<file path="config.mk">
export PLATFORM = sky130hd
export DESIGN_NAME = irq_vector_and_enable
export DESIGN_NICKNAME = d
export VERILOG_FILES = /design/src/irq_pkg.sv /design/src/irq_rank.sv /design/src/irq_vector_and_enable.sv
export SDC_FILE = /design/constraint.sdc
export NUM_CORES = 1
export LEC_CHECK = 0
export BUFFER_PORTS_ARGS = -buffer_cell sky130_fd_sc_hd__buf_2
export CAP_MARGIN = 20
export CORE_UTILIZATION = 25
export DETAILED_ROUTE_END_ITERATION = 12
export MAX_ROUTING_LAYER = met4
export PLACE_DENSITY = 0.61
export SYNTH_ARGS = -nofsm -noshare
export SYNTH_HDL_FRONTEND = slang
export SYNTH_SLANG_ARGS = --single-unit
</file>
<file path="constraint.sdc">
create_clock -name CLK_IN -period 2.3 [get_ports CLK_IN]
set_clock_uncertainty 0.15 [all_clocks]
set_input_delay 0.23 -clock CLK_IN [delete_from_list [all_inputs] [get_ports CLK_IN]]
set_output_delay 0.23 -clock CLK_IN [all_outputs]
set_load 0.01 [all_outputs]
</file>
<file path="src/irq_pkg.sv">
package irq_pkg;

	// ********************************
	// source numbering and vectors
	// ********************************
	localparam int NUM_SRC = 13;  // vector slots 0003H to 0063H, reserved slot included
	localparam int SLOT_RESERVED = 10;  // slot at the reserved vector, never requested
	localparam logic [15:0] VEC_RESET = 16'h0000;  // start address after system reset
	localparam logic [15:0] VEC_FIRST = 16'h0003;  // first source vector
	localparam logic [15:0] VEC_STEP = 16'h0008;  // spacing between vector slots
	localparam logic [15:0] VEC_LAST = 16'h0063;  // last source vector
	localparam logic [15:0] VEC_RSVD = 16'h0053;  // reserved vector
	localparam int CA_RANK_RAISE = 2;  // counter array polling rank raised by two
	localparam int CA_SLOT = 6;  // counter array slot index
	localparam logic [11:0] ENABLE_RESET = 12'h000;  // enables cleared at reset
	localparam logic [3:0] IDX_NONE = 4'hF;  // no winner

	// source order, by vector slot
	typedef enum logic [3:0] {
		SRC_EXT_A, SRC_TMR_A, SRC_EXT_B, SRC_TMR_B, SRC_SERIAL, SRC_TMR_C,
		SRC_CA, SRC_KEYPAD, SRC_TWO_WIRE, SRC_SPI, SRC_RSVD, SRC_COMPARATOR,
		SRC_CONVERTER
	} src_t;

	// ********************************
	// grouped request flags
	// ********************************
	typedef struct packed {
		logic       ext_a_request_flag;
		logic       timer_a_overflow_flag;
		logic       ext_b_request_flag;
		logic       timer_b_overflow_flag;
		logic       serial_receive_flag;
		logic       serial_transmit_flag;
		logic       timer_c_overflow_flag;
		logic       timer_c_external_flag;
		logic       counter_array_overflow_flag;
		logic [4:0] compare_module_flags;
		logic [7:0] keypad_flags;
		logic       two_wire_flag;
		logic       spi_done_flag;
		logic       spi_fault_flag;
		logic       spi_tx_empty_flag;
		logic       comparator_a_flag;
		logic       comparator_b_flag;
		logic       converter_done_flag;
	} flags_t;

	// vector answer towards the core
	typedef struct packed {
		logic        pending;
		logic [3:0]  slot;
		logic [15:0] vector;
	} vec_t;

endpackage

</file>
<file path="src/irq_rank.sv">
`timescale 1ns/1ns
// picks the winning slot by polling rank among enabled requests
module irq_rank
	import irq_pkg::*;
#(
	parameter int N = NUM_SRC  // number of slots
) (
	input  wire logic [N-1:0] req_in,   // gated requests per slot
	output logic      [3:0]   win_out,  // winning slot or none
	output logic              any_out   // some request present
);
	// counter array checked ahead of serial and timer c slots
	always_comb begin
		win_out = IDX_NONE;
		any_out = |req_in;
		for (int i = N - 1; i >= 0; i--) begin
			if (req_in[i] && i != CA_SLOT) begin
				win_out = 4'(i);  // lowest slot wins
			end
		end
		if (req_in[CA_SLOT] && !(req_in[0] || req_in[1] || req_in[2] || req_in[3])) begin
			win_out = 4'(CA_SLOT);  // rank 5, behind slot 3, ahead of 4 and 5
		end
	end
endmodule

</file>
<file path="src/irq_vector_and_enable.sv">
`timescale 1ns/1ns
// How it works
// thirteen vectors eight bytes apart, 0053H reserved
// reset start 0000H, vectors 0003H to 0063H
// counter array: overflow or compare, rank five
// shared vectors request on OR of flags
// per-source enable bit masks each source
// global enable cleared blocks all sources
// software set or clear acts like hardware
// lower vector wins, counter array up two
// reset clears every enable bit
module irq_vector_and_enable
	import irq_pkg::*;
(
	input  wire logic        CLK_IN,         // system clock, 25 MHz
	input  wire logic        NRST_IN,        // synchronous reset, active low
	input  wire logic        CE_IN,          // clock enable, freezes state when low
	input  wire flags_t      HW_SET_IN,      // hardware flag set pulses
	input  wire flags_t      HW_CLR_IN,      // hardware flag clear pulses
	input  wire flags_t      SW_SET_IN,      // software flag set pulses
	input  wire flags_t      SW_CLR_IN,      // software flag clear pulses
	input  wire logic        EN_WR_IN,       // write strobe for the enables
	input  wire logic [7:0]  EN_FIRST_IN,    // first enable register, bit 7 global
	input  wire logic [7:0]  EN_SECOND_IN,   // second enable register
	output logic      [7:0]  EN_FIRST_OUT,   // first enable register readback
	output logic      [7:0]  EN_SECOND_OUT,  // second enable register readback
	output flags_t           FLAGS_OUT,      // current request flags
	output vec_t             VEC_OUT,        // pending vector for the core
	output logic      [15:0] START_OUT       // program start after reset
);
	// ********************************
	// state
	// ********************************
	flags_t      flags, next_flags;          // request flags
	logic [7:0]  en_first, next_en_first;    // global plus first enables
	logic [7:0]  en_second, next_en_second;  // second enables
	vec_t        next_vec;                   // answer for the next edge
	logic [NUM_SRC-1:0] req;                 // OR-ed requests per slot
	logic [NUM_SRC-1:0] gated;               // after enables
	logic [NUM_SRC-1:0] en_bits;             // enables per slot
	logic [3:0]  win;                        // winning slot
	logic        any;                        // something enabled is pending

	// ********************************
	// flag update
	// ********************************
	// set wins over clear so an event at the clear cycle is kept
	// software and hardware pulses merge here, so neither path is privileged;
	// a routine that clears a flag in the cycle of a new event sees it again,
	// which is the safe side: an event is never lost, at worst served twice
	always_comb begin
		next_flags = (flags & ~(HW_CLR_IN | SW_CLR_IN)) | HW_SET_IN | SW_SET_IN;
	end

	// enables load on the write strobe only
	// both registers load together, so a write must carry both values
	always_comb begin
		next_en_first  = en_first;   // hold by default
		next_en_second = en_second;  // hold by default
		if (EN_WR_IN) begin          // new enables act on the answer one edge later
			next_en_first  = EN_FIRST_IN;
			next_en_second = EN_SECOND_IN;
		end
	end

	// ********************************
	// request per slot
	// ********************************
	// shared vectors OR their flags; counter array ORs six
	always_comb begin
		req = '0;
		req[SRC_EXT_A]      = flags.ext_a_request_flag;
		req[SRC_TMR_A]      = flags.timer_a_overflow_flag;
		req[SRC_EXT_B]      = flags.ext_b_request_flag;
		req[SRC_TMR_B]      = flags.timer_b_overflow_flag;
		req[SRC_SERIAL]     = flags.serial_receive_flag | flags.serial_transmit_flag;
		req[SRC_TMR_C]      = flags.timer_c_overflow_flag | flags.timer_c_external_flag;
		req[SRC_CA]         = flags.counter_array_overflow_flag
		                    | (|flags.compare_module_flags);
		req[SRC_KEYPAD]     = |flags.keypad_flags;
		req[SRC_TWO_WIRE]   = flags.two_wire_flag;
		req[SRC_SPI]        = flags.spi_done_flag | flags.spi_fault_flag
		                    | flags.spi_tx_empty_flag;
		req[SRC_COMPARATOR] = flags.comparator_a_flag | flags.comparator_b_flag;
		req[SRC_CONVERTER]  = flags.converter_done_flag;  // last vector slot
		// the reserved slot keeps the zero of the default above
	end

	// enables: first reg bits 6..0 for slots 6..0, second reg for the rest
	// second reg bits 2..0 feed slots 9..7 and bits 4..3 feed slots 12..11;
	// bits 7..5 of the second reg are stored but gate nothing
	always_comb begin
		en_bits = {en_second[4:3], 1'b0, en_second[2:0], en_first[6:0]};
		en_bits[SLOT_RESERVED] = 1'b0;  // reserved slot never vectors
		// the global bit is applied last so it overrides every source bit
		gated = req & en_bits & {NUM_SRC{en_first[7]}};
	end

	// ranking is pure logic; its result is registered with the answer below,
	// so the core sees the winner of the registered flags one edge after they are stored
	irq_rank #(
		.N(NUM_SRC)
	) u_rank (
		.req_in (gated),
		.win_out(win),
		.any_out(any)
	);

	// slot index to address, eight bytes apart
	// with nothing pending the vector reads as the reset address, never
	// as a stale slot that the core could mistake for a request
	always_comb begin
		next_vec.pending = any;
		next_vec.slot    = win;
		next_vec.vector  = any ? VEC_FIRST + VEC_STEP * {12'h000, win} : VEC_RESET;
	end

	// ********************************
	// registers
	// ********************************
	// reset clears flags and every enable
	always_ff @(posedge CLK_IN) begin
		if (!NRST_IN) begin
			flags     <= '0;
			en_first  <= ENABLE_RESET[7:0];
			en_second <= ENABLE_RESET[7:0];
			START_OUT <= VEC_RESET;
		end else if (CE_IN) begin  // clock enable low freezes everything
			flags     <= next_flags;
			en_first  <= next_en_first;
			en_second <= next_en_second;
			START_OUT <= VEC_RESET;  // constant start address
		end
	end

	// outputs mirror the state from their own flops, so every port comes
	// straight from a register; the cost is a second copy of the state

	always_ff @(posedge CLK_IN) begin
		if (!NRST_IN) begin
			EN_FIRST_OUT  <= '0;
			EN_SECOND_OUT <= '0;
			FLAGS_OUT     <= '0;
			VEC_OUT       <= '0;
		end else if (CE_IN) begin
			EN_FIRST_OUT  <= next_en_first;
			EN_SECOND_OUT <= next_en_second;
			FLAGS_OUT     <= next_flags;
			VEC_OUT       <= next_vec;
		end
	end

	// ********************************
	// checks
	// ********************************
	// the answer is built from the enables already registered, so these
	// guards on the answer look at the stored enables and never at the write data
	a_global_blocks: assert property (@(posedge CLK_IN) disable iff (!NRST_IN)
		CE_IN && !en_first[7] |=> !VEC_OUT.pending)
		else $error("pending with global enable off");
	a_mask_blocks: assert property (@(posedge CLK_IN) disable iff (!NRST_IN)
		CE_IN && !en_second[0] |=> VEC_OUT.slot != 4'(SRC_KEYPAD))
		else $error("masked source vectored");
	a_enable_load: assert property (@(posedge CLK_IN) disable iff (!NRST_IN)
		CE_IN && EN_WR_IN |=> EN_FIRST_OUT == $past(EN_FIRST_IN)
		&& EN_SECOND_OUT == $past(EN_SECOND_IN))
		else $error("enable write not loaded");
	a_reset_enables: assert property (@(posedge CLK_IN)
		!NRST_IN |=> EN_FIRST_OUT == 8'h00 && EN_SECOND_OUT == 8'h00
		&& START_OUT == VEC_RESET)
		else $error("enables not cleared by reset");

	// ********************************
	// checks: vectors and ranking
	// ********************************
	// range checks catch a slot index that runs past the table
	a_vector_range: assert property (@(posedge CLK_IN) disable iff (!NRST_IN)
		VEC_OUT.pending |-> VEC_OUT.vector >= VEC_FIRST && VEC_OUT.vector <= VEC_LAST
		&& VEC_OUT.vector != VEC_RSVD)
		else $error("vector out of range");
	a_reserved_idle: assert property (@(posedge CLK_IN) disable iff (!NRST_IN)
		VEC_OUT.pending |-> VEC_OUT.slot != 4'(SLOT_RESERVED))
		else $error("reserved slot vectored");
	a_converter_last: assert property (@(posedge CLK_IN) disable iff (!NRST_IN)
		CE_IN && gated[SRC_CONVERTER] && gated[11:0] == 12'h000
		|=> VEC_OUT.pending && VEC_OUT.vector == VEC_LAST)
		else $error("last vector not reached");
	a_low_wins: assert property (@(posedge CLK_IN) disable iff (!NRST_IN)
		gated[SRC_EXT_A] && CE_IN |=> VEC_OUT.vector == VEC_FIRST)
		else $error("lowest vector not chosen");
	a_ca_rank: assert property (@(posedge CLK_IN) disable iff (!NRST_IN)
		gated[CA_SLOT] && gated[SRC_SERIAL] && gated[3:0] == 4'h0 && CE_IN
		|=> VEC_OUT.slot == 4'(CA_SLOT))
		else $error("counter array lost rank");
	a_ca_request: assert property (@(posedge CLK_IN) disable iff (!NRST_IN)
		CE_IN && (|flags.compare_module_flags) && en_first[7] && en_first[6]
		&& gated[3:0] == 4'h0 |=> VEC_OUT.pending && VEC_OUT.vector == 16'h0033)
		else $error("compare flag not vectored");
	// only the counter array and slots 0 to 3 may beat the serial slot
	a_shared_or: assert property (@(posedge CLK_IN) disable iff (!NRST_IN)
		CE_IN && en_first[7] && en_first[4] && !gated[CA_SLOT]
		&& (flags.serial_receive_flag || flags.serial_transmit_flag)
		&& gated[3:0] == 4'h0 |=> VEC_OUT.vector == 16'h0023)
		else $error("serial OR not vectored");

	// ********************************
	// checks: flags and freeze
	// ********************************
	// one flag of each kind stands for all, the update is the same per bit
	a_set_wins: assert property (@(posedge CLK_IN) disable iff (!NRST_IN)
		CE_IN && SW_SET_IN.spi_done_flag && SW_CLR_IN.spi_done_flag
		|=> FLAGS_OUT.spi_done_flag)
		else $error("set lost to clear");
	a_hw_set_flag: assert property (@(posedge CLK_IN) disable iff (!NRST_IN)
		CE_IN && HW_SET_IN.keypad_flags[0] |=> FLAGS_OUT.keypad_flags[0])
		else $error("hardware set lost");
	a_clear_drops: assert property (@(posedge CLK_IN) disable iff (!NRST_IN)
		CE_IN && SW_CLR_IN.converter_done_flag && !SW_SET_IN.converter_done_flag
		&& !HW_SET_IN.converter_done_flag |=> !FLAGS_OUT.converter_done_flag)
		else $error("software clear lost");
	a_freeze_hold: assert property (@(posedge CLK_IN) disable iff (!NRST_IN)
		!CE_IN |=> $stable(VEC_OUT) && $stable(FLAGS_OUT)
		&& $stable(EN_FIRST_OUT) && $stable(EN_SECOND_OUT))
		else $error("state moved with clock enable low");
endmodule

</file>
==> out/qor.csv <==
stage,metric,value,unit
floorplan,Initial Util,0.2579,
power_and_ir_drop,Clk network pwr share,0.275,
global_route,first-pass GRT wire length,13.37,mm
final_layout,Layout Nets,658,
timing,worst-margin pin slew,688.1,ps
critical_path,CP Depth,5,
final_layout,Area Growth Syn to Fin,41.60,%
placed_design,dpl cell area,3636,um^2
critical_path,family with the most delay on the worst path,simple AND/OR/NAND/NOR gates,
cts,Root Buffer,clkbuf_8,
global_route,antenna violations before repair,0,
final_layout,Layout fillers,1137,
power_and_ir_drop,Pwr Density,524.6,nW/um^2
global_route,largest net degree at the start of global routing,49,
critical_path,Crit path buffers/inverters,0,
power_and_ir_drop,Sw Ratio,0.2911,
timing,setup tns final,0,ps
power_and_ir_drop,P_leak,1.816,nW
critical_path,critical path data required time,2340,ps
timing,Tmin final,1996,ps
timing,max-slew violation count,0,
final_layout,layout cell share with drive strength beyond 1,0.3977,
placed_design,Post-DP HPWL,6.770,mm
final_layout,Final Non-Filler Cells,659,
cts,CTS Buf Count,5,
final_layout,Diodes inserted,0,
detailed_routing,# DRC,0,
floorplan,IO Count,218,
yosys,warnings from Yosys,0,
global_route,GR Util All Layers,0.1586,
detailed_routing,Initial DRC Count,125,
critical_path,reg2reg end,VEC_OUT[1]$_SDFFE_PN0P_,
critical_path,startpoint types,flop,
timing,"Hold Vio Cnt, Final",0,
floorplan,FP Rows,37,
cts,H-tree levels,2,
cts,CTS Sinks,54,
critical_path,slowest CP cell,or4_1,
yosys,"EDFF count, synth",0,
timing,final hold slack,9.440,ps
status,run status,"complete, no violations",
critical_path,crit path kind,flop to flop,
final_layout,utilization after layout,0.3651,
critical_path,R2R depth,5,
cts,worst skew pair latency,310,ps
floorplan,Die Wd,105.0,um
critical_path,crit path capture,VEC_OUT[1]$_SDFFE_PN0P_,
final_layout,Reg area,1081,um^2
detailed_routing,total wire length,8.403,mm
floorplan,Core ar.,10280,um^2
power_and_ir_drop,P_sw,573.0,uW
detailed_routing,DR vias,2904,
yosys,top cell type's share of synthesized area,0.4079,
critical_path,Crit. End Element,flop,
cts,"Hold-fix buffers, CTS",3,
critical_path,crit-path max cell delay,590,ps
yosys,post-synthesis async set-or-reset flop share,0,
run,MaxCap Viol Count,0,
yosys,sequential share of the synthesized area,0.4079,
yosys,Seq cells post-synth,54,
detailed_routing,First-pass DRT Iterations,4,
placed_design,input/output buffers,191,
timing,Max Clock Freq,0.5010,GHz
yosys,Main synth FF type,dfxtp_1,
detailed_routing,Post-DRT Antenna Nets,0,
placed_design,gpl congestion,0.8620,
yosys,biggest area consumer among synthesized cells,dfxtp_1,
detailed_routing,routed len/inst,12.75,um
critical_path,crit-path cells,or4_1 -> o211ai_2 -> o2111ai_2 -> nor3_2 -> nor2_1,
critical_path,CP arrival,2040,ps
cts,"Setup Fix Bufs, Post-CTS",0,
cts,clock tree buffer depth,2,
power_and_ir_drop,Tot Pwr,1.969,mW
cts,CTS tree,yes,
global_route,vias in the first global route,2766,
yosys,"top cells by area, synth","dfxtp_1 41%, o21ai_0 12%, a21boi_0 12%",
timing,RSZ-0062 raised after global routing,false,
cts,"Clk pin slew, worst setup/hold paths",100,ps
power_and_ir_drop,Int Power,1.396,mW
timing,setup ws final,304.1,ps
yosys,cells after synthesis,335,
placed_design,DP Cell Count,648,
critical_path,top fanout value on the critical path,3,
detailed_routing,routed vias/inst,4.407,
yosys,"Distinct cells, synth",36,
timing,slew margin rel.,0.5413,
critical_path,Worst R2R Start,FLAGS_OUT[14]$_SDFFE_PN0P_,
final_layout,area of the multi-input gates,1384,um^2
floorplan,DIE AREA,11020,um^2
floorplan,die height,105.0,um
placed_design,pre-CTS setup slack,315.3,ps
hold_path,Worst Hold Class,primary input to flop,
timing,final setup fails,0,
cts,post-CTS sizing,0,
yosys,syn avg cell area,7.911,um^2
critical_path,CP startpoint,FLAGS_OUT[14]$_SDFFE_PN0P_,
global_route,Overflow after GRT,0,
power_and_ir_drop,Comb power frac,0.196,
final_layout,final design area excluding fillers,3752,um^2
power_and_ir_drop,Seq pwr share,0.529,
timing,Final Cycle Share,0.8678,
yosys,Post-Syn Area,2650,um^2
power_and_ir_drop,worst vdd ir,0.2155,mV
critical_path,flop2flop setup slack,300,ps
[area by class of cell]
cell class,instances,share of cell area
well taps,136,0.04535
flip-flops and latches,54,0.2881
inverters,2,0.002001
clock buffers,6,0.01934
clock inverters,2,0.003668
multi-input cells,260,0.3688
repair buffers,199,0.2728
[worst register-to-register path: cells and delay by family, from the launching register on]
family,cells,cell delay [ps]
compound gates,2,440
simple gates,3,950
flops,1,350
[synthesized netlist by cell type, drive strengths merged (2+ instances only)]
master	instances
clkbuf	15
o21ai	69
nor3	3
o211ai	4
nor2b	2
and2	3
inv	2
a21boi	46
nand3	4
nor4	2
a21oi	3
nand2	74
nor2	8
dfxtp	54
buf	29
or4	3
[layout by cell type, fill, tap and decap left out, drive strengths merged, types with 3 or more instances in the layout]
cell type,count
o21ai,69
o211ai,4
buf,196
and2,3
nand3,4
nor3,3
or4,3
a21oi,3
dlygate4sd3,3
nand2,74
dfxtp,54
conb,26
nor2,8
clkbuf,6
a21boi,46
[state kept, by name, summed over array words and instances, names as in the netlist]
name	cells
EN_FIRST_OUT	8
FLAGS_OUT	29
EN_SECOND_OUT	8
VEC_OUT	9
[layer usage]
metal / global-route usage / vias up / routed length [um]
li1: - / 1483 / -
met1: 0.1767 / 1276 / 3631
met2: 0.2928 / 139 / 4207
met3: 0.02870 / 6 / 504
met4: 0.03521 / 0 / 60
met5: - / - / 0
[kinds of logic (layout without fill, tap and decap cells)]
kind of cell | count (synthesis) | after routing | synth area share
and+or+nand+nor | 103 | 103 | 0.1681
AOI/OAI and AO/OA | 131 | 131 | 0.3173
buffers and inverters | 46 | 209 | 0.1053
DFF | 54 | 54 | 0.4079
other | 1 | 26 | 0.001415
[worst min path at each step]
stage	start	end	slack, ps	cells past startpoint
2_1_floorplan	EN_SECOND_IN[1]	EN_SECOND_OUT[1]$_SDFFE_PN0P_	210	2
3_3_place_gp	VEC_OUT[16]$_SDFFE_PN0P_	VEC_OUT[16]$_SDFFE_PN0P_	290	2
3_5_place_dp	VEC_OUT[16]$_SDFFE_PN0P_	VEC_OUT[16]$_SDFFE_PN0P_	290	2
4_1_cts	EN_FIRST_IN[5]	EN_FIRST_OUT[5]$_SDFFE_PN0P_	2	3
5_1_grt	EN_SECOND_IN[3]	EN_SECOND_OUT[3]$_SDFFE_PN0P_	9	3
6_report	EN_SECOND_IN[3]	EN_SECOND_OUT[3]$_SDFFE_PN0P_	9	3
[power groups by stage]
stage | clock [mW] | sequential, mW | combinational (mW)
after floorplan | 0 | 1.08 | 0.185
after global placement | 0 | 1.06 | 0.386
after detailed placement | 0 | 1.07 | 0.388
after CTS | 0.570 | 1.04 | 0.394
after global routing | 0.601 | 1.05 | 0.437
final | 0.541 | 1.04 | 0.386
(Power assumes the default switching activity.)
